## src/include/vfsr_pkg.sv

```systemverilog
package vfsr_pkg;

  // --------
  // register numbers on the serial register port
  // --------
  localparam logic [15:0] ADDR_STATUS     = 16'h0fa3;
  localparam logic [15:0] ADDR_ALGO       = 16'h1011;
  localparam logic [15:0] ADDR_SHORT_THR  = 16'h1012;
  localparam logic [15:0] ADDR_SHORT_HYS  = 16'h1013;
  localparam logic [15:0] ADDR_OPEN_TRAV  = 16'h1014;
  localparam logic [15:0] ADDR_CLOSE_TRAV = 16'h1015;
  localparam logic [15:0] ADDR_MIN_DRIVE  = 16'h1016;
  localparam logic [15:0] ADDR_SIG_FLOOR  = 16'h1017;
  localparam logic [15:0] ADDR_SIG_CEIL   = 16'h1018;
  localparam logic [15:0] ADDR_AUX_ERR    = 16'h1019;
  localparam logic [15:0] ADDR_FAULT_SEL  = 16'h101a;
  localparam logic [15:0] ADDR_AVG_CAP    = 16'h101b;
  localparam logic [15:0] ADDR_DEV_LIMIT  = 16'h101c;

  // --------
  // legal write ranges
  // --------
  localparam logic [15:0] ALGO_MAX      = 16'h0001;
  localparam logic [15:0] SHORT_MAX     = 16'h01f4;
  localparam logic [15:0] TRAVEL_MIN    = 16'h001e;
  localparam logic [15:0] TRAVEL_MAX    = 16'h1770;
  localparam logic [15:0] MIN_DRIVE_MIN = 16'h0001;
  localparam logic [15:0] MIN_DRIVE_MAX = 16'h03e7;
  localparam logic [15:0] SIG_MAX       = 16'h03e8;
  localparam logic [15:0] SEL_MAX       = 16'h0002;
  localparam logic [16:0] DEV_MAX       = 17'h1869f;

  // --------
  // reset values
  // --------
  localparam logic [15:0] RST_ALGO       = 16'h0000;
  localparam logic [15:0] RST_SHORT_THR  = 16'h01f4;
  localparam logic [15:0] RST_SHORT_HYS  = 16'h0000;
  localparam logic [15:0] RST_TRAVEL     = 16'h001e;
  localparam logic [15:0] RST_MIN_DRIVE  = 16'h0001;
  localparam logic [15:0] RST_SIG_FLOOR  = 16'h0000;
  localparam logic [15:0] RST_SIG_CEIL   = 16'h03e8;
  localparam logic [15:0] RST_SEL        = 16'h0000;
  localparam logic [15:0] RST_AVG_CAP    = 16'h03e8;
  localparam logic [16:0] RST_DEV_LIMIT  = 17'h00000;

  // --------
  // status word layout
  // --------
  localparam int ST_DP_MAIN    = 0;
  localparam int ST_DP_AUX     = 2;
  localparam int ST_TUNE_FAIL  = 4;
  localparam int ST_SOFT_START = 5;
  localparam int ST_TIMER_DONE = 6;
  localparam int ST_MANUAL     = 7;
  localparam int ST_TUNE_RUN   = 8;
  localparam int ST_GAIN_SET   = 9;
  localparam int ST_MAIN_RANGE = 13;
  localparam int ST_AUX_RANGE  = 14;
  localparam int ST_CTRL_ERR   = 15;
  localparam logic [1:0] DP_SENSOR = 2'h1;

  // --------
  // selections and output levels
  // --------
  localparam logic [1:0] AUXE_CLOSE   = 2'h0;
  localparam logic [1:0] AUXE_OPEN    = 2'h1;
  localparam logic [1:0] FAIL_OFF     = 2'h0;
  localparam logic [1:0] FAIL_PRESET  = 2'h1;
  localparam logic [1:0] FAIL_MEAN    = 2'h2;
  localparam logic [10:0] OUT_OFF     = 11'h000;
  localparam logic [10:0] OUT_HALF    = 11'h1f4;
  localparam logic [10:0] OUT_FULL    = 11'h3e8;

  // --------
  // timing
  // --------
  localparam longint unsigned CLK_HZ         = 64'd100000000;
  localparam longint unsigned MEAN_PERIOD_S  = 64'd60;
  localparam longint unsigned MEAN_PERIOD_CYC = MEAN_PERIOD_S * CLK_HZ;
  localparam int MEAN_SHIFT = 2;

endpackage

```

## src/verilog/vfsr_mean_avg.sv

```systemverilog
`timescale 1ns/1ps
module vfsr_mean_avg
  import vfsr_pkg::*;
#(
  parameter int              W        = 11,
  parameter int              SHIFT    = MEAN_SHIFT,
  parameter longint unsigned INTERVAL = MEAN_PERIOD_CYC
) (
  // clock and reset
  input  wire logic         clock_in,
  input  wire logic         rstn_in,
  // sample side
  input  wire logic [W-1:0] sample_in,
  input  wire logic         allow_in,
  // result
  output logic      [W-1:0] mean_out,
  output logic              valid_out
);

  typedef enum logic [1:0] {
    AVG_EMPTY = 2'b01,
    AVG_RUN   = 2'b10
  } vfsr_avg_state_t;

  typedef struct packed {
    vfsr_avg_state_t   st;
    logic [63:0]       cnt;
    logic [W+SHIFT-1:0] acc;
    logic [W-1:0]      mean;
    logic              valid;
  } vfsr_avg_t;

  localparam vfsr_avg_t AVG_RST = '{st: AVG_EMPTY, cnt: '0, acc: '0,
                                    mean: '0, valid: 1'b0};

  vfsr_avg_t q;
  vfsr_avg_t next_q;
  logic [W+SHIFT:0] sum;

  always_comb begin
    next_q = q;
    sum = {1'b0, q.acc} - {{(SHIFT+1){1'b0}}, q.acc[W+SHIFT-1:SHIFT]}
          + {{(SHIFT+1){1'b0}}, sample_in};
    // one sample per interval, skipped while deviation is too large
    if (q.cnt >= INTERVAL - 64'd1) begin
      next_q.cnt = '0;
      if (allow_in) begin
        case (q.st)
          AVG_EMPTY: begin
            next_q.acc = {sample_in, {SHIFT{1'b0}}};
            next_q.st  = AVG_RUN;
          end
          AVG_RUN: begin
            next_q.acc = sum[W+SHIFT-1:0];
          end
          default: begin
            next_q.st = AVG_EMPTY;
          end
        endcase
      end
    end else begin
      next_q.cnt = q.cnt + 64'd1;
    end
    next_q.mean  = next_q.acc[W+SHIFT-1:SHIFT];
    next_q.valid = (next_q.st == AVG_RUN);
  end

  always_ff @(posedge clock_in) begin
    if (!rstn_in) begin
      q <= AVG_RST;
    end else begin
      q <= next_q;
    end
  end

  assign mean_out  = q.mean;
  assign valid_out = q.valid;

endmodule

```

## src/verilog/vfsr_regs.sv

```systemverilog
`timescale 1ns/1ps
// What this block does
// - one-bit setting picks valve algorithm: 0 no feedback, 1 feedback
// - holds short-circuit alarm threshold, writable 0..500 tenths ampere
// - short-circuit alarm applies writable hysteresis 0..500 tenths ampere
// - separate open and close travel times, each 30..6000 tenths second
// - minimum drive duration 1..999 tenths second; shorter steps not driven
// - control signal clamped between writable floor and ceiling, 0..1000
// - aux input error: 0 closes valve, 1 opens, 2 holds position
// - sensor fail or program stop: output off, preset, or averaged value
// - mean sampled once per minute, only while deviation under limit
// - averaged fail-safe output capped by writable limit 0..1000
// - holds maximum deviation for averaging, writable 0..65535 through the 16-bit port
// - on-off control: preset up to half gives 0, above gives full
// - status bits 0-1 main decimal point, bits 2-3 auxiliary one
// - status bit 4 tuning failed, bit 8 tuning running
// - status bit 5 soft start active, bit 6 timer countdown finished
// - status bit 7: 0 automatic, 1 manual
// - status bits 9-10 report active gain set, two-bit code
// - bits 13, 14 range errors main and auxiliary, bit 15 error
// - decimal point reads 1 for sensor inputs, else decimal places
module vfsr_regs
  import vfsr_pkg::*;
#(
  parameter int              SIG_W    = 11,
  parameter longint unsigned MEAN_CYC = MEAN_PERIOD_CYC
) (
  // clock and reset
  input  wire logic             clock_in,
  input  wire logic             rstn_in,
  // register port
  input  wire logic [15:0]      reg_addr_in,
  input  wire logic [15:0]      reg_wdata_in,
  input  wire logic             reg_wr_in,
  input  wire logic             reg_rd_in,
  output logic      [15:0]      reg_rdata_out,
  output logic                  reg_ack_out,
  output logic                  reg_err_out,
  // controller state for the status word
  input  wire logic             main_sensor_in,
  input  wire logic [1:0]       decimal_places_setting_in,
  input  wire logic             aux_sensor_in,
  input  wire logic [1:0]       aux_decimal_places_in,
  input  wire logic             tune_fail_in,
  input  wire logic             tune_run_in,
  input  wire logic             soft_start_in,
  input  wire logic             timer_done_in,
  input  wire logic             manual_mode_in,
  input  wire logic [1:0]       gain_set_in,
  input  wire logic             main_range_err_in,
  input  wire logic             aux_range_err_in,
  input  wire logic             ctrl_err_in,
  // control path
  input  wire logic [SIG_W-1:0] control_signal_in,
  input  wire logic [16:0]      deviation_in,
  input  wire logic             sensor_fail_in,
  input  wire logic             program_stop_in,
  input  wire logic             on_off_control_mode_in,
  input  wire logic [SIG_W-1:0] fault_preset_value_in,
  output logic      [SIG_W-1:0] drive_out,
  output logic                  failsafe_out,
  // actuator current
  input  wire logic [15:0]      actuator_current_in,
  output logic                  short_alarm_out,
  // stepper valve
  input  wire logic             aux_error_in,
  input  wire logic             open_req_in,
  input  wire logic             close_req_in,
  input  wire logic [15:0]      step_len_in,
  output logic                  valve_open_out,
  output logic                  valve_close_out,
  output logic                  valve_algorithm_select_out,
  output logic      [15:0]      valve_open_travel_out,
  output logic      [15:0]      valve_close_travel_out
);

  // --------
  // state
  // --------
  typedef struct packed {
    logic             algo;
    logic [15:0]      thr;
    logic [15:0]      hys;
    logic [15:0]      open_trav;
    logic [15:0]      close_trav;
    logic [15:0]      min_drive;
    logic [15:0]      floor_v;
    logic [15:0]      ceil_v;
    logic [1:0]       aux_sel;
    logic [1:0]       fault_sel;
    logic [15:0]      cap;
    logic [16:0]      dev_lim;
    logic [15:0]      status;
    logic [15:0]      rdata;
    logic             ack;
    logic             err;
    logic             alarm;
    logic [SIG_W-1:0] drive;
    logic             fs;
    logic             v_open;
    logic             v_close;
  } vfsr_state_t;

  localparam vfsr_state_t REG_RST = '{
    algo: RST_ALGO[0], thr: RST_SHORT_THR, hys: RST_SHORT_HYS,
    open_trav: RST_TRAVEL, close_trav: RST_TRAVEL,
    min_drive: RST_MIN_DRIVE, floor_v: RST_SIG_FLOOR,
    ceil_v: RST_SIG_CEIL, aux_sel: RST_SEL[1:0],
    fault_sel: RST_SEL[1:0], cap: RST_AVG_CAP, dev_lim: RST_DEV_LIMIT,
    status: '0, rdata: '0, ack: 1'b0, err: 1'b0, alarm: 1'b0,
    drive: '0, fs: 1'b0, v_open: 1'b0, v_close: 1'b0};

  vfsr_state_t q;
  vfsr_state_t next_q;

  logic [SIG_W-1:0] mean;
  logic             mean_valid;
  logic             mean_allow;

  // --------
  // helpers
  // --------
  function automatic logic in_range(input logic [15:0] v,
                                    input logic [15:0] lo,
                                    input logic [15:0] hi);
    in_range = (v >= lo) && (v <= hi);
  endfunction

  function automatic logic [SIG_W-1:0] limit(input logic [SIG_W-1:0] v,
                                             input logic [15:0] lo,
                                             input logic [15:0] hi);
    logic [15:0] t;
    t = {{(16-SIG_W){1'b0}}, v};
    if (t < lo) begin
      t = lo;
    end
    // ceiling wins when the two limits cross
    if (t > hi) begin
      t = hi;
    end
    limit = t[SIG_W-1:0];
  endfunction

  function automatic logic [1:0] dp_pos(input logic       sensor,
                                        input logic [1:0] places);
    dp_pos = sensor ? DP_SENSOR : places;
  endfunction

  // ----------------------------------------------------------------
  // running mean of the control signal
  // ----------------------------------------------------------------
  assign mean_allow = (deviation_in < q.dev_lim);

  vfsr_mean_avg #(
    .W        (SIG_W),
    .SHIFT    (MEAN_SHIFT),
    .INTERVAL (MEAN_CYC)
  ) u_mean (
    .clock_in  (clock_in),
    .rstn_in   (rstn_in),
    .sample_in (control_signal_in),
    .allow_in  (mean_allow),
    .mean_out  (mean),
    .valid_out (mean_valid)
  );

  // ----------------------------------------------------------------
  // next state
  // ----------------------------------------------------------------
  always_comb begin
    logic             ok;
    logic             hit;
    logic [15:0]      rd;
    logic [15:0]      release_lvl;
    logic [SIG_W-1:0] preset;
    logic [SIG_W-1:0] avg;
    next_q      = q;
    ok          = 1'b0;
    hit         = 1'b1;
    rd          = 16'h0000;
    release_lvl = 16'h0000;
    preset      = fault_preset_value_in;
    avg         = mean_valid ? mean : OUT_OFF[SIG_W-1:0];

    // status word, reserved bits stay zero
    next_q.status = 16'h0000;
    next_q.status[ST_DP_MAIN +: 2] =
      dp_pos(main_sensor_in, decimal_places_setting_in);
    next_q.status[ST_DP_AUX +: 2] =
      dp_pos(aux_sensor_in, aux_decimal_places_in);
    next_q.status[ST_TUNE_FAIL]  = tune_fail_in;
    next_q.status[ST_TUNE_RUN]   = tune_run_in;
    next_q.status[ST_SOFT_START] = soft_start_in;
    next_q.status[ST_TIMER_DONE] = timer_done_in;
    next_q.status[ST_MANUAL]     = manual_mode_in;
    next_q.status[ST_GAIN_SET +: 2] = gain_set_in;
    next_q.status[ST_MAIN_RANGE] = main_range_err_in;
    next_q.status[ST_AUX_RANGE]  = aux_range_err_in;
    next_q.status[ST_CTRL_ERR]   = ctrl_err_in;

    // ----------------------------------------------------------------
    // register port: write wins when both strobes come together
    // ----------------------------------------------------------------
    next_q.ack = reg_wr_in | reg_rd_in;
    next_q.err = 1'b0;
    if (reg_wr_in) begin
      case (reg_addr_in)
        ADDR_ALGO:       ok = in_range(reg_wdata_in, 16'h0000, ALGO_MAX);
        ADDR_SHORT_THR:  ok = in_range(reg_wdata_in, 16'h0000, SHORT_MAX);
        ADDR_SHORT_HYS:  ok = in_range(reg_wdata_in, 16'h0000, SHORT_MAX);
        ADDR_OPEN_TRAV:  ok = in_range(reg_wdata_in, TRAVEL_MIN, TRAVEL_MAX);
        ADDR_CLOSE_TRAV: ok = in_range(reg_wdata_in, TRAVEL_MIN, TRAVEL_MAX);
        ADDR_MIN_DRIVE:
          ok = in_range(reg_wdata_in, MIN_DRIVE_MIN, MIN_DRIVE_MAX);
        ADDR_SIG_FLOOR:  ok = in_range(reg_wdata_in, 16'h0000, SIG_MAX);
        ADDR_SIG_CEIL:   ok = in_range(reg_wdata_in, 16'h0000, SIG_MAX);
        ADDR_AUX_ERR:    ok = in_range(reg_wdata_in, 16'h0000, SEL_MAX);
        ADDR_FAULT_SEL:  ok = in_range(reg_wdata_in, 16'h0000, SEL_MAX);
        ADDR_AVG_CAP:    ok = in_range(reg_wdata_in, 16'h0000, SIG_MAX);
        ADDR_DEV_LIMIT:  ok = ({1'b0, reg_wdata_in} <= DEV_MAX);
        default:         ok = 1'b0;
      endcase
      // rejected writes leave the stored value alone
      if (ok) begin
        case (reg_addr_in)
          ADDR_ALGO:       next_q.algo       = reg_wdata_in[0];
          ADDR_SHORT_THR:  next_q.thr        = reg_wdata_in;
          ADDR_SHORT_HYS:  next_q.hys        = reg_wdata_in;
          ADDR_OPEN_TRAV:  next_q.open_trav  = reg_wdata_in;
          ADDR_CLOSE_TRAV: next_q.close_trav = reg_wdata_in;
          ADDR_MIN_DRIVE:  next_q.min_drive  = reg_wdata_in;
          ADDR_SIG_FLOOR:  next_q.floor_v    = reg_wdata_in;
          ADDR_SIG_CEIL:   next_q.ceil_v     = reg_wdata_in;
          ADDR_AUX_ERR:    next_q.aux_sel    = reg_wdata_in[1:0];
          ADDR_FAULT_SEL:  next_q.fault_sel  = reg_wdata_in[1:0];
          ADDR_AVG_CAP:    next_q.cap        = reg_wdata_in;
          ADDR_DEV_LIMIT:
            next_q.dev_lim = {1'b0, reg_wdata_in};
          default:         next_q.err        = 1'b1;
        endcase
      end else begin
        next_q.err = 1'b1;
      end
    end else if (reg_rd_in) begin
      case (reg_addr_in)
        ADDR_STATUS:     rd = q.status;
        ADDR_ALGO:       rd = {15'h0000, q.algo};
        ADDR_SHORT_THR:  rd = q.thr;
        ADDR_SHORT_HYS:  rd = q.hys;
        ADDR_OPEN_TRAV:  rd = q.open_trav;
        ADDR_CLOSE_TRAV: rd = q.close_trav;
        ADDR_MIN_DRIVE:  rd = q.min_drive;
        ADDR_SIG_FLOOR:  rd = q.floor_v;
        ADDR_SIG_CEIL:   rd = q.ceil_v;
        ADDR_AUX_ERR:    rd = {14'h0000, q.aux_sel};
        ADDR_FAULT_SEL:  rd = {14'h0000, q.fault_sel};
        ADDR_AVG_CAP:    rd = q.cap;
        // only the low 16 bits fit one register
        ADDR_DEV_LIMIT:  rd = q.dev_lim[15:0];
        default:         hit = 1'b0;
      endcase
      next_q.rdata = rd;
      next_q.err   = ~hit;
    end

    // ----------------------------------------------------------------
    // short-circuit alarm with hysteresis
    // ----------------------------------------------------------------
    release_lvl = (q.thr > q.hys) ? (q.thr - q.hys) : 16'h0000;
    if (!q.alarm && actuator_current_in >= q.thr) begin
      next_q.alarm = 1'b1;
    end else if (q.alarm && actuator_current_in < release_lvl) begin
      next_q.alarm = 1'b0;
    end

    // ----------------------------------------------------------------
    // control output and fail-safe policy
    // ----------------------------------------------------------------
    if (on_off_control_mode_in) begin
      preset = (fault_preset_value_in <= OUT_HALF[SIG_W-1:0]) ?
               OUT_OFF[SIG_W-1:0] : OUT_FULL[SIG_W-1:0];
    end
    if (avg > q.cap[SIG_W-1:0]) begin
      avg = q.cap[SIG_W-1:0];
    end
    next_q.fs = sensor_fail_in | program_stop_in;
    if (next_q.fs) begin
      case (q.fault_sel)
        FAIL_OFF:    next_q.drive = OUT_OFF[SIG_W-1:0];
        FAIL_PRESET: next_q.drive = preset;
        FAIL_MEAN:   next_q.drive = avg;
        default:     next_q.drive = OUT_OFF[SIG_W-1:0];
      endcase
    end else begin
      next_q.drive = limit(control_signal_in, q.floor_v, q.ceil_v);
    end

    // ----------------------------------------------------------------
    // stepper valve drive
    // ----------------------------------------------------------------
    if (aux_error_in) begin
      // hold position means neither coil is driven
      next_q.v_close = (q.aux_sel == AUXE_CLOSE);
      next_q.v_open  = (q.aux_sel == AUXE_OPEN);
    end else begin
      // too-short steps are dropped rather than stretched
      next_q.v_open  = open_req_in & ~close_req_in &
                       (step_len_in >= q.min_drive);
      next_q.v_close = close_req_in & ~open_req_in &
                       (step_len_in >= q.min_drive);
    end
  end

  always_ff @(posedge clock_in) begin
    if (!rstn_in) begin
      q <= REG_RST;
    end else begin
      q <= next_q;
    end
  end

  // --------
  // outputs
  // --------
  assign reg_rdata_out              = q.rdata;
  assign reg_ack_out                = q.ack;
  assign reg_err_out                = q.err;
  assign drive_out                  = q.drive;
  assign failsafe_out               = q.fs;
  assign short_alarm_out            = q.alarm;
  assign valve_open_out             = q.v_open;
  assign valve_close_out            = q.v_close;
  assign valve_algorithm_select_out = q.algo;
  assign valve_open_travel_out      = q.open_trav;
  assign valve_close_travel_out     = q.close_trav;

endmodule

```

## config.mk

```make
export PLATFORM = sky130hd
export DESIGN_NAME = vfsr_regs
export DESIGN_NICKNAME = d
export VERILOG_FILES = /design/src/include/vfsr_pkg.sv /design/src/verilog/vfsr_mean_avg.sv /design/src/verilog/vfsr_regs.sv
export SDC_FILE = /design/constraint.sdc
export NUM_CORES = 1
export LEC_CHECK = 0
export ABC_AREA = 1
export BUFFER_PORTS_ARGS = -buffer_cell sky130_fd_sc_hd__buf_2
export CAP_MARGIN = 5
export CORE_ASPECT_RATIO = 0.9
export CORE_MARGIN = 4
export CORE_UTILIZATION = 30
export CTS_CLUSTER_DIAMETER = 60
export CTS_CLUSTER_SIZE = 8
export DETAILED_ROUTE_END_ITERATION = 12
export PLACE_DENSITY_LB_ADDON = 0.25
export SETUP_SLACK_MARGIN = 0.5
export SKIP_LAST_GASP = 1
export SLEW_MARGIN = 15
export SYNTH_ARGS = -nofsm -noshare
export SYNTH_HDL_FRONTEND = slang
export SYNTH_HIERARCHICAL = 1
export SYNTH_SLANG_ARGS = --single-unit
```

## constraint.sdc

```tcl
create_clock -name clock_in -period 4.45 [get_ports clock_in]
set_input_delay 1.335 -clock clock_in [delete_from_list [all_inputs] [get_ports clock_in]]
set_output_delay 1.335 -clock clock_in [all_outputs]
set_load 0.01 [all_outputs]
```

==> impl_metrics.tcl <==
set metrics [dict create \
    status "finished clean" \
    cts_sinks 276 \
    layout.nets 2917 \
    cp_common_cell "nand2_1" \
    finalCritPeriodShare_pct 83.67 \
    dpl_worst_slack_ps -130.0 \
    area_growth_pct 15.23 \
    synth_seq_cells 276 \
    synth_cell_types 53 \
    yosysWarnings 6 \
    path_cells "buf_2 > ha_1 > a21oi_1 > o21ai_0 > o21ai_2 > buf_4 > nand2_1 > nand2_1 > nand2_1 > ha_1 > nand2_1 > nor3_1 > nand3_1 > buf_4 > nand3_1 > nand3_1 > a21oi_2" \
    critPathKind "in2reg" \
    tritoncts "built" \
    ys_seq_area_share_pct 32.23 \
    grt_max_degree 95 \
    period_needed_ps 3723 \
    dp_cells 3352 \
    cts_buffer_depth 3 \
    required_ps 4930 \
    drcViolationCount 0 \
    finalInstanceArea_um2 19750 \
    setup_slack_ps 726.6 \
    hp-class "reg2reg" \
    fp.dieW_um 260.0 \
    dpl.hpwl_um 45800 \
    place.gp.congestion 0.8905 \
    grt_pass1_vias 16060 \
    pwr-share-seq_pct 40.0 \
    drt_iter0_drc 1317 \
    async_reset_ff_share_pct 0 \
    report.power.total_uw 6353 \
    clock_power_share_pct 48.7 \
    finalHoldViolations 0 \
    grt_pass1_wl_um 91430 \
    maxSlewHeadroom_pct 32.90 \
    rsz0062_at_grt "true" \
    swShare_pct 27.28 \
    slowest_stage "ha_1" \
    max_slew.worst_pin.slew_ps 1003 \
    final.setup_skew_ps 44.93 \
    intPower_uw 4620 \
    start_util_pct 30.54 \
    die-height_um 234.8 \
    core_area_um2 56120 \
    drive_gt1_share_pct 12.35 \
    syn_area_um2 17140 \
    cts_max_level 2 \
    final-setup-viol-count 0 \
    antenna_found_initial 11 \
    crit_path_end_kind "flip-flop" \
    layout_common_cells "nand2_1 (618), inv_1 (325), dfxtp_1 (276), nand3_1 (197), buf_2 (194)" \
    overflow 0 \
    critPathArrivalTime_ps 4210 \
    layoutNonFillerInstCount 3417 \
    track_usage_pct 19.00 \
    combPwrFrac_pct 11.3 \
    first_pass_iters 5 \
    wire_per_inst_um 17.42 \
    viasPerCell 4.905 \
    path_max_fanout 11 \
    fmax_mhz 268.6 \
    path_delay_family "simple AND/OR/NAND/NOR gates" \
    rows 82 \
    peakVddDrop_v 0.0002178 \
    syn-instance-count 2514 \
    power.density_nw_per_um2 321.6 \
    port_buffers 194 \
    slowest_delay_ps 330 \
    layout_commonest_cell "nand2_1" \
    max_cap_violations 0 \
    holdBufCountCts 0 \
    yosys_most_used_dff "dfxtp_1" \
    io_pins 195 \
    ant_nets 0 \
    p_leak_uw 0.008998 \
    synth.avg_cell_area_um2 6.818 \
    placed_cell_area_um2 18420 \
    cp_num_buf_inv 3 \
    maxSlewViolCount 0 \
    whs_ps 441.9 \
    clk_latency_ps 600 \
    cts_root_buf "clkbuf_16" \
    fp.dieArea_um2 61030 \
    p_sw_uw 1733 \
    cts-buffers-inserted 44 \
    clk_pin_slew_ps 50 \
    drt_wl_total_um 59520 \
    start_kind "input pin" \
    synth_edf_count 0 \
    via_count 16760 \
]
[flip-flops by register name, summed over array words and instances, names as in the netlist]
name                        cells
q                             130
u_mean/q                       79
reg_rdata_out                  16
valve_close_travel_out         16
valve_open_travel_out          16
drive_out                      11
failsafe_out                    1
reg_ack_out                     1
reg_err_out                     1
short_alarm_out                 1
u_mean/valid_out                1
valve_algorithm_select_out      1
valve_close_out                 1
valve_open_out                  1
[worst min-delay path, stage by stage (launching register included)]
cell,delay (ps)
dfxtp_1,290
inv_1,60
nor3_1,50
[power by group through the flow]
stage / clock network [uW] / logic, uW / registers (uW)
2_1_floorplan: 0 / 480 / 2580
6_report: 3100 / 718 / 2540
4_1_cts: 3170 / 712 / 2540
5_1_grt: 3290 / 825 / 2540
3_5_place_dp: 0 / 709 / 2590
3_3_place_gp: 0 / 697 / 2590
[synthesized netlist by cell type, types with 4 or more instances]
cell type / count / area share [%]
nand2_2: 5 / 0.18
nor3b_1: 11 / 0.48
nor4_1: 5 / 0.18
nand4_1: 87 / 3.2
ha_1: 132 / 9.6
nand3_1: 197 / 5.8
nand3b_1: 5 / 0.22
nand2_1: 619 / 14
o21ai_0: 59 / 1.7
or2_2: 7 / 0.26
o22ai_1: 37 / 1.4
nor2_2: 9 / 0.33
xor2_1: 13 / 0.66
nor2_1: 184 / 4.0
nor3_1: 88 / 2.6
fa_1: 12 / 1.4
buf_4: 74 / 3.2
clkbuf_1: 71 / 1.6
buf_6: 7 / 0.46
o21bai_1: 4 / 0.18
o211ai_1: 12 / 0.53
buf_2: 17 / 0.50
a21o_1: 4 / 0.18
a21oi_1: 190 / 5.5
inv_1: 326 / 7.1
dfxtp_1: 276 / 32
xnor2_1: 5 / 0.26
a21boi_0: 6 / 0.26
buf_1: 6 / 0.13
[cells by family (layout without fill, tap and decap cells)]
kind of cell / after synthesis / count (layout) / share of synthesized area [%]
other cells: 1 / 36 / 0.02188
compound gates: 334 / 334 / 10.73
fa+ha+maj: 144 / 144 / 11.04
buf+inv: 507 / 618 / 13.22
simple gates: 1234 / 1235 / 31.84
xor+xnor: 18 / 18 / 0.9197
flops: 276 / 276 / 32.23
[path summary, 6_finish.rpt]
kind | startpoint | end | slack [ps] | cells past startpoint
worst max-delay path | control_signal_in[7] | drive_out[9]$_SDFF_PN0_ | 730 | 17
worst min-delay path | q[79]$_SDFFE_PN0P_ | q[79]$_SDFFE_PN0P_ | 440 | 2
worst max register to register | q[182]$_SDFFE_PN0P_ | short_alarm_out$_SDFFE_PN0P_ | 960 | 19
worst min register to register | q[79]$_SDFFE_PN0P_ | q[79]$_SDFFE_PN0P_ | 440 | 2
[stage by stage]
step,setup TNS [ps],util (%)
final,0,35.20
after global routing,0,35.19
after CTS,0,35.11
after detailed placement,-1074,32.83
after global placement,-1071,32.83
after floorplan,0,-
[repair_timing]
item | in CTS | in global routing
cloned | 0 | 1
gates resized for setup | 1 | 8
endpoints found under the hold margin | 0 | 0
buffers inserted | 0 | 1
setup endpoints to repair | 11 | 11
pin swaps | 0 | 2
[area by class of cell]
| type | instances | area [um2] |
|---|---|---|
| Sequential cell | 276 | 5525 |
| Fill cell | 6092 | 36370 |
| Clock buffer | 47 | 1122 |
| Multi-Input combinational cell | 1762 | 9498 |
| Tap cell | 756 | 945.9 |
| Inverter | 331 | 1245 |
| Timing Repair Buffer | 229 | 1250 |
| Antenna cell | 5 | 12.51 |
| Clock inverter | 11 | 153.9 |
[metal layers]
layer	routed length [um]	vias to the layer above	GRT usage [%]
met5	64	-	0
met1	27550	7717	26.46
met2	25850	547	29.31
li1	-	8387	-
met3	4427	97	4.210
met4	1634	12	5.837
(Power assumes the default switching activity.)
